===== src/scmp_pkg.sv =====
// constants shared by the serial control message parser
package scmp_pkg;
  // ----------------------------------------
  // link timing
  // ----------------------------------------
  localparam int CLK_HZ = 40_000_000;
  localparam int BAUD = 9600;
  localparam int BIT_CYCLES_DEF = CLK_HZ / BAUD;
  localparam int DATA_BITS = 8;
  localparam int CHAR_BITS = 10;
  // base_reply_gap is 2.5 characters, widened by a jitter margin
  localparam int GAP_HALF_CHARS = 5;
  localparam int JITTER_BITS = 5;
  localparam int GAP_BITS = CHAR_BITS * GAP_HALF_CHARS / 2 + JITTER_BITS;
  // ----------------------------------------
  // message layout
  // ----------------------------------------
  localparam logic [7:0] CODE_CMD = 8'h07;
  localparam logic [7:0] CODE_ACK = 8'h06;
  localparam logic [7:0] CODE_NAK = 8'h15;
  localparam logic [7:0] ADDR_BCAST = 8'hFF;
  localparam logic [7:0] ADDR_RESET = 8'h00;
  localparam logic [7:0] SUM_OK = 8'hFF;
  localparam int MAX_LEN_DEF = 74;
  localparam int HDR_BYTES = 7;
  localparam logic [6:0] POS_ADDR = 7'h01;
  localparam logic [6:0] POS_LEN = 7'h05;
  localparam logic [6:0] POS_HCHK = 7'h06;
  localparam logic [6:0] POS_DATA = 7'h07;
  localparam int WAIT_W = 20;
  typedef enum logic [3:0] {
    S_HUNT = 4'h0,
    S_ADDR = 4'h1,
    S_CMD = 4'h2,
    S_LEN = 4'h3,
    S_HCHK = 4'h4,
    S_DATA = 4'h5,
    S_DCHK = 4'h6,
    S_EXEC = 4'h7,
    S_GAP = 4'h8,
    S_SEND = 4'h9,
    S_DRAIN = 4'hA
  } scmp_state_e;
endpackage : scmp_pkg


===== src/scmp_parser.sv =====
// serial control message receiver, checker and replier for one serial link
`timescale 1ns/100ps
`default_nettype none

module scmp_parser #(
  parameter int BIT_CYCLES = scmp_pkg::BIT_CYCLES_DEF,
  parameter int MAX_PAYLOAD = scmp_pkg::MAX_LEN_DEF
) (
  input wire logic core_clk,
  input wire logic sys_rst,
  input wire logic rx_line,
  input wire logic cfg_addr_wr,
  input wire logic [7:0] cfg_addr,
  input wire logic cmd_done,
  input wire logic cmd_ok,
  input wire logic [6:0] cmd_rd_index,
  output logic tx_line,
  output logic cmd_valid,
  output logic [23:0] cmd_code,
  output logic [7:0] cmd_len,
  output logic [7:0] cmd_rd_data,
  output logic [7:0] own_addr,
  output logic busy
);
  import scmp_pkg::*;

  localparam int CW = $clog2(BIT_CYCLES + 1);
  localparam logic [CW-1:0] BIT_LAST = CW'(BIT_CYCLES - 1);
  localparam logic [CW-1:0] BIT_HALF = CW'(BIT_CYCLES / 2);
  localparam logic [3:0] RX_STOP = 4'(DATA_BITS + 1);
  localparam logic [3:0] TX_SPAN = 4'(CHAR_BITS);
  localparam logic [7:0] LEN_MAX = 8'(MAX_PAYLOAD);

  // ----------------------------------------
  // receiver
  // ----------------------------------------
  logic rx_prev;
  logic rx_act;
  logic [CW-1:0] rx_cnt;
  logic [3:0] rx_bit;
  logic [7:0] rx_sh;
  logic rx_vld;
  logic [7:0] rx_byte;

  always_ff @(posedge core_clk)
  begin
    if (sys_rst)
    begin
      rx_prev <= 1'b1;
      rx_act <= 1'b0;
      rx_cnt <= '0;
      rx_bit <= 4'h0;
      rx_sh <= 8'h00;
      rx_vld <= 1'b0;
      rx_byte <= 8'h00;
    end
    else
    begin
      rx_vld <= 1'b0;
      rx_prev <= rx_line;
      if (!rx_act)
      begin
        if (rx_prev && !rx_line)
        begin
          rx_act <= 1'b1;
          rx_cnt <= BIT_HALF;
          rx_bit <= 4'h0;
        end
      end
      else if (rx_cnt == '0)
      begin
        rx_cnt <= BIT_LAST;
        rx_bit <= rx_bit + 4'h1;
        if (rx_bit == 4'h0)
        begin
          // glitch shorter than half a bit is not a start
          if (rx_line)
            rx_act <= 1'b0;
        end
        else if (rx_bit < RX_STOP)
          rx_sh <= {rx_line, rx_sh[7:1]};
        else
        begin
          rx_act <= 1'b0;
          // bad stop bit drops the character
          if (rx_line)
          begin
            rx_vld <= 1'b1;
            rx_byte <= rx_sh;
          end
        end
      end
      else
        rx_cnt <= rx_cnt - 1'b1;
    end
  end

  // ----------------------------------------
  // transmitter
  // ----------------------------------------
  logic tx_go;
  logic [7:0] tx_data;
  logic tx_busy;
  logic [8:0] tx_sh;
  logic [3:0] tx_left;
  logic [CW-1:0] tx_cnt;

  always_ff @(posedge core_clk)
  begin
    if (sys_rst)
    begin
      tx_line <= 1'b1;
      tx_busy <= 1'b0;
      tx_sh <= 9'h1FF;
      tx_left <= 4'h0;
      tx_cnt <= '0;
    end
    else if (!tx_busy)
    begin
      if (tx_go)
      begin
        tx_line <= 1'b0;
        tx_sh <= {1'b1, tx_data};
        tx_left <= TX_SPAN;
        tx_cnt <= BIT_LAST;
        tx_busy <= 1'b1;
      end
    end
    else if (tx_cnt == '0)
    begin
      tx_cnt <= BIT_LAST;
      tx_left <= tx_left - 4'h1;
      if (tx_left == 4'h1)
        tx_busy <= 1'b0;
      else
      begin
        tx_line <= tx_sh[0];
        tx_sh <= {1'b1, tx_sh[8:1]};
      end
    end
    else
      tx_cnt <= tx_cnt - 1'b1;
  end

  // ----------------------------------------
  // message parser and reply sequencer
  // ----------------------------------------
  scmp_state_e state;
  logic [7:0] sum;
  logic [6:0] idx;
  logic addr_hit;
  logic bcast;
  logic echo;
  logic [7:0] reply_code;
  logic [WAIT_W-1:0] wait_bits;
  logic [CW-1:0] wait_cyc;
  logic [7:0] mem [0:MAX_PAYLOAD-1];
  logic [7:0] next_tx_byte;
  logic [6:0] last_pos;

  // reply delay in bit times; lower address answers sooner on broadcast
  function automatic logic [WAIT_W-1:0] reply_wait(input logic [7:0] addr, input logic bc,
                                                   input logic [7:0] nbytes);
    logic [WAIT_W-1:0] slot;
    slot = WAIT_W'(GAP_BITS) + WAIT_W'(nbytes) * WAIT_W'(CHAR_BITS);
    reply_wait = WAIT_W'(GAP_BITS);
    if (bc)
      reply_wait = reply_wait + WAIT_W'(addr) * slot;
  endfunction : reply_wait

  always_comb
  begin
    last_pos = echo ? (POS_DATA + cmd_len[6:0]) : POS_HCHK;
    if (idx == 7'h00)
      next_tx_byte = reply_code;
    else if (idx == POS_ADDR)
      next_tx_byte = own_addr;
    else if (idx < POS_LEN)
      next_tx_byte = cmd_code[8'(23 - 8 * (idx - 7'h02)) -: 8];
    else if (idx == POS_LEN)
      next_tx_byte = echo ? cmd_len : 8'h00;
    else if (idx == POS_HCHK || idx == last_pos)
      next_tx_byte = ~sum;
    else
      next_tx_byte = mem[idx - POS_DATA];
  end

  always_ff @(posedge core_clk)
  begin
    if (sys_rst)
      own_addr <= ADDR_RESET;
    else if (cfg_addr_wr)
      own_addr <= cfg_addr;
  end

  always_ff @(posedge core_clk)
  begin
    if (state == S_DATA && rx_vld)
      mem[idx] <= rx_byte;
    cmd_rd_data <= (cmd_rd_index < 7'(MAX_PAYLOAD)) ? mem[cmd_rd_index] : 8'h00;
  end

  always_ff @(posedge core_clk)
  begin
    if (sys_rst)
    begin
      state <= S_HUNT;
      sum <= 8'h00;
      idx <= 7'h00;
      addr_hit <= 1'b0;
      bcast <= 1'b0;
      echo <= 1'b0;
      reply_code <= CODE_NAK;
      wait_bits <= '0;
      wait_cyc <= '0;
      cmd_valid <= 1'b0;
      cmd_code <= 24'h000000;
      cmd_len <= 8'h00;
      tx_go <= 1'b0;
      tx_data <= 8'h00;
      busy <= 1'b0;
    end
    else
    begin
      cmd_valid <= 1'b0;
      tx_go <= 1'b0;
      busy <= (state != S_HUNT);
      case (state)
        S_HUNT:
          // stray bytes, replies of others and the zero terminator fall here
          if (rx_vld && rx_byte == CODE_CMD)
          begin
            sum <= rx_byte;
            state <= S_ADDR;
          end
        S_ADDR:
          if (rx_vld)
          begin
            sum <= sum + rx_byte;
            bcast <= (rx_byte == ADDR_BCAST);
            addr_hit <= (rx_byte == ADDR_BCAST) || (rx_byte == own_addr);
            idx <= 7'h00;
            state <= S_CMD;
          end
        S_CMD:
          if (rx_vld)
          begin
            sum <= sum + rx_byte;
            cmd_code <= {cmd_code[15:0], rx_byte};
            idx <= idx + 7'h01;
            if (idx == 7'h02)
              state <= S_LEN;
          end
        S_LEN:
          if (rx_vld)
          begin
            sum <= sum + rx_byte;
            cmd_len <= rx_byte;
            state <= S_HCHK;
          end
        S_HCHK:
          if (rx_vld)
          begin
            reply_code <= CODE_NAK;
            echo <= 1'b0;
            wait_bits <= reply_wait(own_addr, bcast, 8'(HDR_BYTES));
            wait_cyc <= BIT_LAST;
            if (!addr_hit)
              state <= S_HUNT;
            else if (8'(sum + rx_byte) != SUM_OK)
              state <= S_GAP;
            else if (cmd_len > LEN_MAX)
              state <= S_GAP;
            else if (cmd_len == 8'h00)
            begin
              cmd_valid <= 1'b1;
              state <= S_EXEC;
            end
            else
            begin
              sum <= 8'h00;
              idx <= 7'h00;
              state <= S_DATA;
            end
          end
        S_DATA:
          if (rx_vld)
          begin
            sum <= sum + rx_byte;
            idx <= idx + 7'h01;
            if (idx == 7'(cmd_len - 8'h01))
              state <= S_DCHK;
          end
        S_DCHK:
          if (rx_vld)
          begin
            echo <= 1'b1;
            if (8'(sum + rx_byte) == SUM_OK)
            begin
              cmd_valid <= 1'b1;
              state <= S_EXEC;
            end
            else
            begin
              reply_code <= CODE_NAK;
              wait_bits <= reply_wait(own_addr, bcast, 8'(HDR_BYTES + 1) + cmd_len);
              wait_cyc <= BIT_LAST;
              state <= S_GAP;
            end
          end
        S_EXEC:
          // the gap is counted from command completion; a slow executor adds to it
          if (cmd_done)
          begin
            reply_code <= cmd_ok ? CODE_ACK : CODE_NAK;
            echo <= (cmd_len != 8'h00);
            wait_bits <= reply_wait(own_addr, bcast, (cmd_len != 8'h00)
                                    ? 8'(HDR_BYTES + 1) + cmd_len : 8'(HDR_BYTES));
            wait_cyc <= BIT_LAST;
            state <= S_GAP;
          end
        S_GAP:
          if (wait_cyc != '0)
            wait_cyc <= wait_cyc - 1'b1;
          else if (wait_bits == '0)
          begin
            sum <= 8'h00;
            idx <= 7'h00;
            state <= S_SEND;
          end
          else
          begin
            wait_cyc <= BIT_LAST;
            wait_bits <= wait_bits - 1'b1;
          end
        S_SEND:
          if (!tx_busy && !tx_go)
          begin
            tx_go <= 1'b1;
            tx_data <= next_tx_byte;
            sum <= (idx == POS_HCHK) ? 8'h00 : 8'(sum + next_tx_byte);
            idx <= idx + 7'h01;
            if (idx == last_pos)
              state <= S_DRAIN;
          end
        S_DRAIN:
          if (!tx_busy && !tx_go)
            state <= S_HUNT;
        default:
          state <= S_HUNT;
      endcase
    end
  end
endmodule : scmp_parser

`default_nettype wire


===== config.mk =====
export PLATFORM = sky130hd
export DESIGN_NAME = scmp_parser
export DESIGN_NICKNAME = d
export VERILOG_FILES = /design/src/scmp_pkg.sv /design/src/scmp_parser.sv
export SDC_FILE = /design/constraint.sdc
export NUM_CORES = 2
export LEC_CHECK = 0
export BUFFER_PORTS_ARGS = -buffer_cell sky130_fd_sc_hd__buf_2
export CORE_ASPECT_RATIO = 1.2
export CORE_MARGIN = 5
export CORE_UTILIZATION = 30
export CTS_CLUSTER_SIZE = 10
export DETAILED_ROUTE_END_ITERATION = 7
export HOLD_SLACK_MARGIN = 0.03
export MAX_ROUTING_LAYER = met4
export PLACE_DENSITY_LB_ADDON = 0.05
export SLEW_MARGIN = 15
export SYNTH_ARGS = -nofsm -noshare
export SYNTH_HDL_FRONTEND = slang
export SYNTH_SLANG_ARGS = --single-unit

===== constraint.sdc =====
create_clock -name core_clk -period 9.4 [get_ports core_clk]
set_clock_uncertainty 0.15 [all_clocks]
set_input_delay 0.47 -clock core_clk [delete_from_list [all_inputs] [get_ports core_clk]]
set_output_delay 0.47 -clock core_clk [all_outputs]
set_load 0.1 [all_outputs]

==> impl_results.md <==
- Outcome: finished, final reports clean
- Placeable Area: 0.153 mm^2
- Max-capacitance violation count: 0
- Clock power frac: a little under half
- Max Fclk: approximately 120 MHz
- Startpoint of the worst-slack reg-to-reg timing path: cmd_len[3]$_SDFFE_PP0P_
- Area growth syn-to-layout: 13.0%
- Final Max Tran Viols: 0
- Half-perimeter wire length of the detailed placement result: approximately 110000 um
- Post-CTS setup buffer count: 0
- Final worst path period share: between 90% and 100%
- Number of enable-type register cells in the synthesized netlist: roughly 590
- Startpoint of the tightest hold check path: cmd_done
- Gp weighted congestion: 0.846
- Number of instances in the synthesized netlist: 3750
- Number of DRC markers in iteration 0: between 2000 and 2500
- Effective utilization at floorplan: around 30%
- First-pass GRT wire length: 238000 um
- Root buffer cell: sky130_fd_sc_hd__clkbuf_16
- All-layer global routing usage: ~21%
- Mean instance size in the synthesized netlist: 12.3 um^2
- Setup TNS: 0 ps
- Number of antenna violations at the first check in global routing: 3
- Kind of critical path: reg -> reg
- Asr flop ratio synth: 0%
- DRC errors left: 0
- Final WL: ~160000 um
- Fraction of final layout cells with drive strength greater than 1: around 16%
- Die W: ~370 um
- Post-synth design cell area: around 0.046 mm^2
- Number of top-level pins: 72
- Detail-routed net length per standard cell: 27.9 um
- Detailed-route via count: between 30000 and 40000
- Average vias per placed instance: 5.33
- Leakage power figure: around 17 nW
- Cell area after placement: ~0.05 mm^2
- Sequential cell area fraction in the yosys report: between 40% and 50%
- Worst relative slew slack: around a fifth
- Register-to-register setup slack: slightly below 900 ps
- End of the worst register-to-register path: wait_bits[17]$_SDFFE_PP0P_
- Synth unique cells: 89
- Critical-path top delay cell: sky130_fd_sc_hd__fa_1
- Row count: 157
- Die footprint: approximately 0.16 mm^2
- Total power per unit cell area: 149 mW/mm^2
- Vias in the first global route: ~33000
- Min-Delay Path Class: in -> reg
- CTS sink count: 771
- Reg2Reg Depth: 28
- Skew-Pair Late Insertion Delay: roughly 750 ps
- Arrival time reported for the critical path endpoint: between 9000 and 10000 ps
- Most used cell along the critical path: sky130_fd_sc_hd__ha_1
- Clock Pin Slew Worst Setup and Hold Paths: 60 ps
- Inserted Clock Buffers: between 90 and 100
- First-pass DRT Iterations: 5
- Proportion of power drawn by combinational gates: 8.1%
- Final core utilization: between 30% and 40%
- Highest fanout seen on the critical path: 10
- Crit end category: flop
- Post-detailed-route count of antenna-violating nets: 0
- Top_reg_cell synth: sky130_fd_sc_hd__edfxtp_1
- Final setup violating endpoints: 0
- Count of cells along the worst hold path: 4
- Clock tree from TritonCTS: done
- Register bit count reported by yosys: between 700 and 800
- Sw Pwr: 0.00196 W
- Crit start category: flop
- Number of H-tree levels: 3
- Data required, critical path: 9910 ps
- Internal power: between 0.005 and 0.006 W
- Worst hold path endpoint: echo$_SDFFE_PP0P_
- Minimum clock period after layout: approximately 8500 ps
- Pin count of the biggest net entering global routing: 77
- Delay contributed by the slowest stage of the critical path: a little over 500 ps
- Nets: approximately 4200
- Unrepaired setup endpoints after global routing: false
- Longest Clk Path Bufs: 3
- Final non-filler cell area: around 0.052 mm^2
- Peak VDD IR: 0.000138 V
- Aggregate global routing overflow: 0
- Count of endpoints failing hold in the final timing report: 0
- Part of the total power dissipated in sequential elements: between 40 and 50%
- Port-buffer cells: 71
- DIE HEIGHT: ~440 um
- YS warnings: 0
- Actual transition at the worst max-transition pin: roughly 1200 ps
- Switch share: between 20% and 30%
-- Yosys cell counts (55+ instances only) --
library cell | instances | share of area (%)
sky130_fd_sc_hd__a21oi_1 | 185 | 2.0
sky130_fd_sc_hd__and2_1 | 91 | 1.2
sky130_fd_sc_hd__clkbuf_1 | 146 | 1.2
sky130_fd_sc_hd__dfxtp_1 | 179 | 7.8
sky130_fd_sc_hd__edfxtp_1 | 592 | 39
sky130_fd_sc_hd__fa_1 | 131 | 5.7
sky130_fd_sc_hd__ha_1 | 179 | 4.9
sky130_fd_sc_hd__inv_1 | 242 | 2.0
sky130_fd_sc_hd__mux2i_1 | 146 | 3.2
sky130_fd_sc_hd__mux4_2 | 291 | 14
sky130_fd_sc_hd__nand2_1 | 329 | 2.7
sky130_fd_sc_hd__nand3_1 | 55 | 0.60
sky130_fd_sc_hd__nor2_1 | 278 | 2.3
sky130_fd_sc_hd__nor3_1 | 67 | 0.73
sky130_fd_sc_hd__o21ai_0 | 121 | 1.3
sky130_fd_sc_hd__xnor2_1 | 71 | 1.3
sky130_fd_sc_hd__xor2_1 | 61 | 1.2
-- flip-flops by register name (all words and copies together) (netlist names), 13 cells and up --
name and count:
wait_cyc 13, tx_cnt 13, cmd_code 24, rx_cnt 13
wait_bits 20, mem 592
-- worst max path at each step --
stage	start	to	slack [ps]	depth (start not counted)
after floorplan	cmd_len[0]$_SDFFE_PP0P_	wait_bits[18]$_SDFFE_PP0P_	310	34
after global placement	cmd_len[3]$_SDFFE_PP0P_	wait_bits[19]$_SDFFE_PP0P_	650	28
after detailed placement	cmd_len[3]$_SDFFE_PP0P_	wait_bits[19]$_SDFFE_PP0P_	660	28
after CTS	cmd_len[3]$_SDFFE_PP0P_	wait_bits[19]$_SDFFE_PP0P_	620	28
after global routing	cmd_len[3]$_SDFFE_PP0P_	wait_bits[19]$_SDFFE_PP0P_	110	28
final	cmd_len[3]$_SDFFE_PP0P_	wait_bits[17]$_SDFFE_PP0P_	890	28
-- cells in the final DEF, fill, tap and decap left out, types with 57 or more instances in the layout --
master / count
sky130_fd_sc_hd__mux4_2: 291
sky130_fd_sc_hd__clkbuf_16: 96
sky130_fd_sc_hd__buf_4: 83
sky130_fd_sc_hd__buf_2: 68
sky130_fd_sc_hd__edfxtp_1: 592
sky130_fd_sc_hd__nor3_1: 66
sky130_fd_sc_hd__o21ai_0: 121
sky130_fd_sc_hd__xnor2_1: 68
sky130_fd_sc_hd__fa_1: 131
sky130_fd_sc_hd__dfxtp_1: 170
sky130_fd_sc_hd__xor2_1: 57
sky130_fd_sc_hd__inv_1: 242
sky130_fd_sc_hd__and2_1: 91
sky130_fd_sc_hd__ha_1: 178
sky130_fd_sc_hd__a21oi_1: 185
sky130_fd_sc_hd__mux2i_1: 146
sky130_fd_sc_hd__nand2_1: 329
sky130_fd_sc_hd__nor2_1: 278
-- stage by stage --
step / std cells / worst slack (ps) / power (W) / hold slack (ps)
after floorplan: 3762 / 314 / 0.00414 / 281
after global placement: 5693 / 650 / 0.00434 / 315
after detailed placement: 5693 / 662 / 0.00433 / 326
after CTS: 5885 / 621 / 0.00789 / 146
after global routing: 5886 / 113 / 0.00808 / 240
final: 5887 / 889 / 0.00776 / 227
-- power by group through the flow --
stage | Clock [W] | Sequential (W) | Combinational (W)
finish | 0.00350 | 0.00364 | 0.000627
CTS | 0.00362 | 0.00364 | 0.000640
global placement | 0 | 0.00371 | 0.000628
global route | 0.00374 | 0.00364 | 0.000702
floorplan | 0 | 0.00374 | 0.000401
detailed placement | 0 | 0.00371 | 0.000625
-- logic make-up (layout without fill, tap and decap cells) --
| family | count (synthesis) | count (layout) | share of synthesized area [%] |
|---|---|---|---|
| flops | 771 | 771 | 46.4 |
| buf+inv | 455 | 591 | 3.87 |
| compound gates | 610 | 610 | 8.53 |
| simple gates | 1020 | 1020 | 10.4 |
| fa+ha+maj | 310 | 310 | 10.6 |
| xor+xnor | 133 | 133 | 2.54 |
| mux | 449 | 449 | 17.7 |
| other cells | 2 | 16 | 0.0163 |
-- layout make-up --
type / instances / area [um^2]
fill: 15100 / 101000
multi-input combinational: 2536 / 23100
tap: 1987 / 2490
inverter: 244 / 916
clock inverter: 22 / 290
clock buffer: 142 / 2620
antenna: 2 / 5.00
timing repair buffer: 183 / 1310
sequential: 771 / 21400
-- routing by layer --
metal	wire length, um	track usage [%]
met1	66400	24.3
met2	87600	37.8
met3	5570	2.13
met5	0	-
met4	4800	5.95
-- worst max-delay path: cells and delay by family, from the launching register on --
family / cells / cell delay, ps
buf+inv: 4 / 540
fa+ha+maj: 8 / 2840
compound gates: 11 / 2960
xor+xnor: 3 / 1030
flops: 1 / 410
simple gates: 2 / 530
-- timing repair --
item	4_1_cts	5_1_grt
hold endpoints to repair	27	0
gates resized for setup	0	3
endpoints found under the setup margin	0	2
hold buffers	28	0
Note: power is estimated with default switching activity, not from simulation.
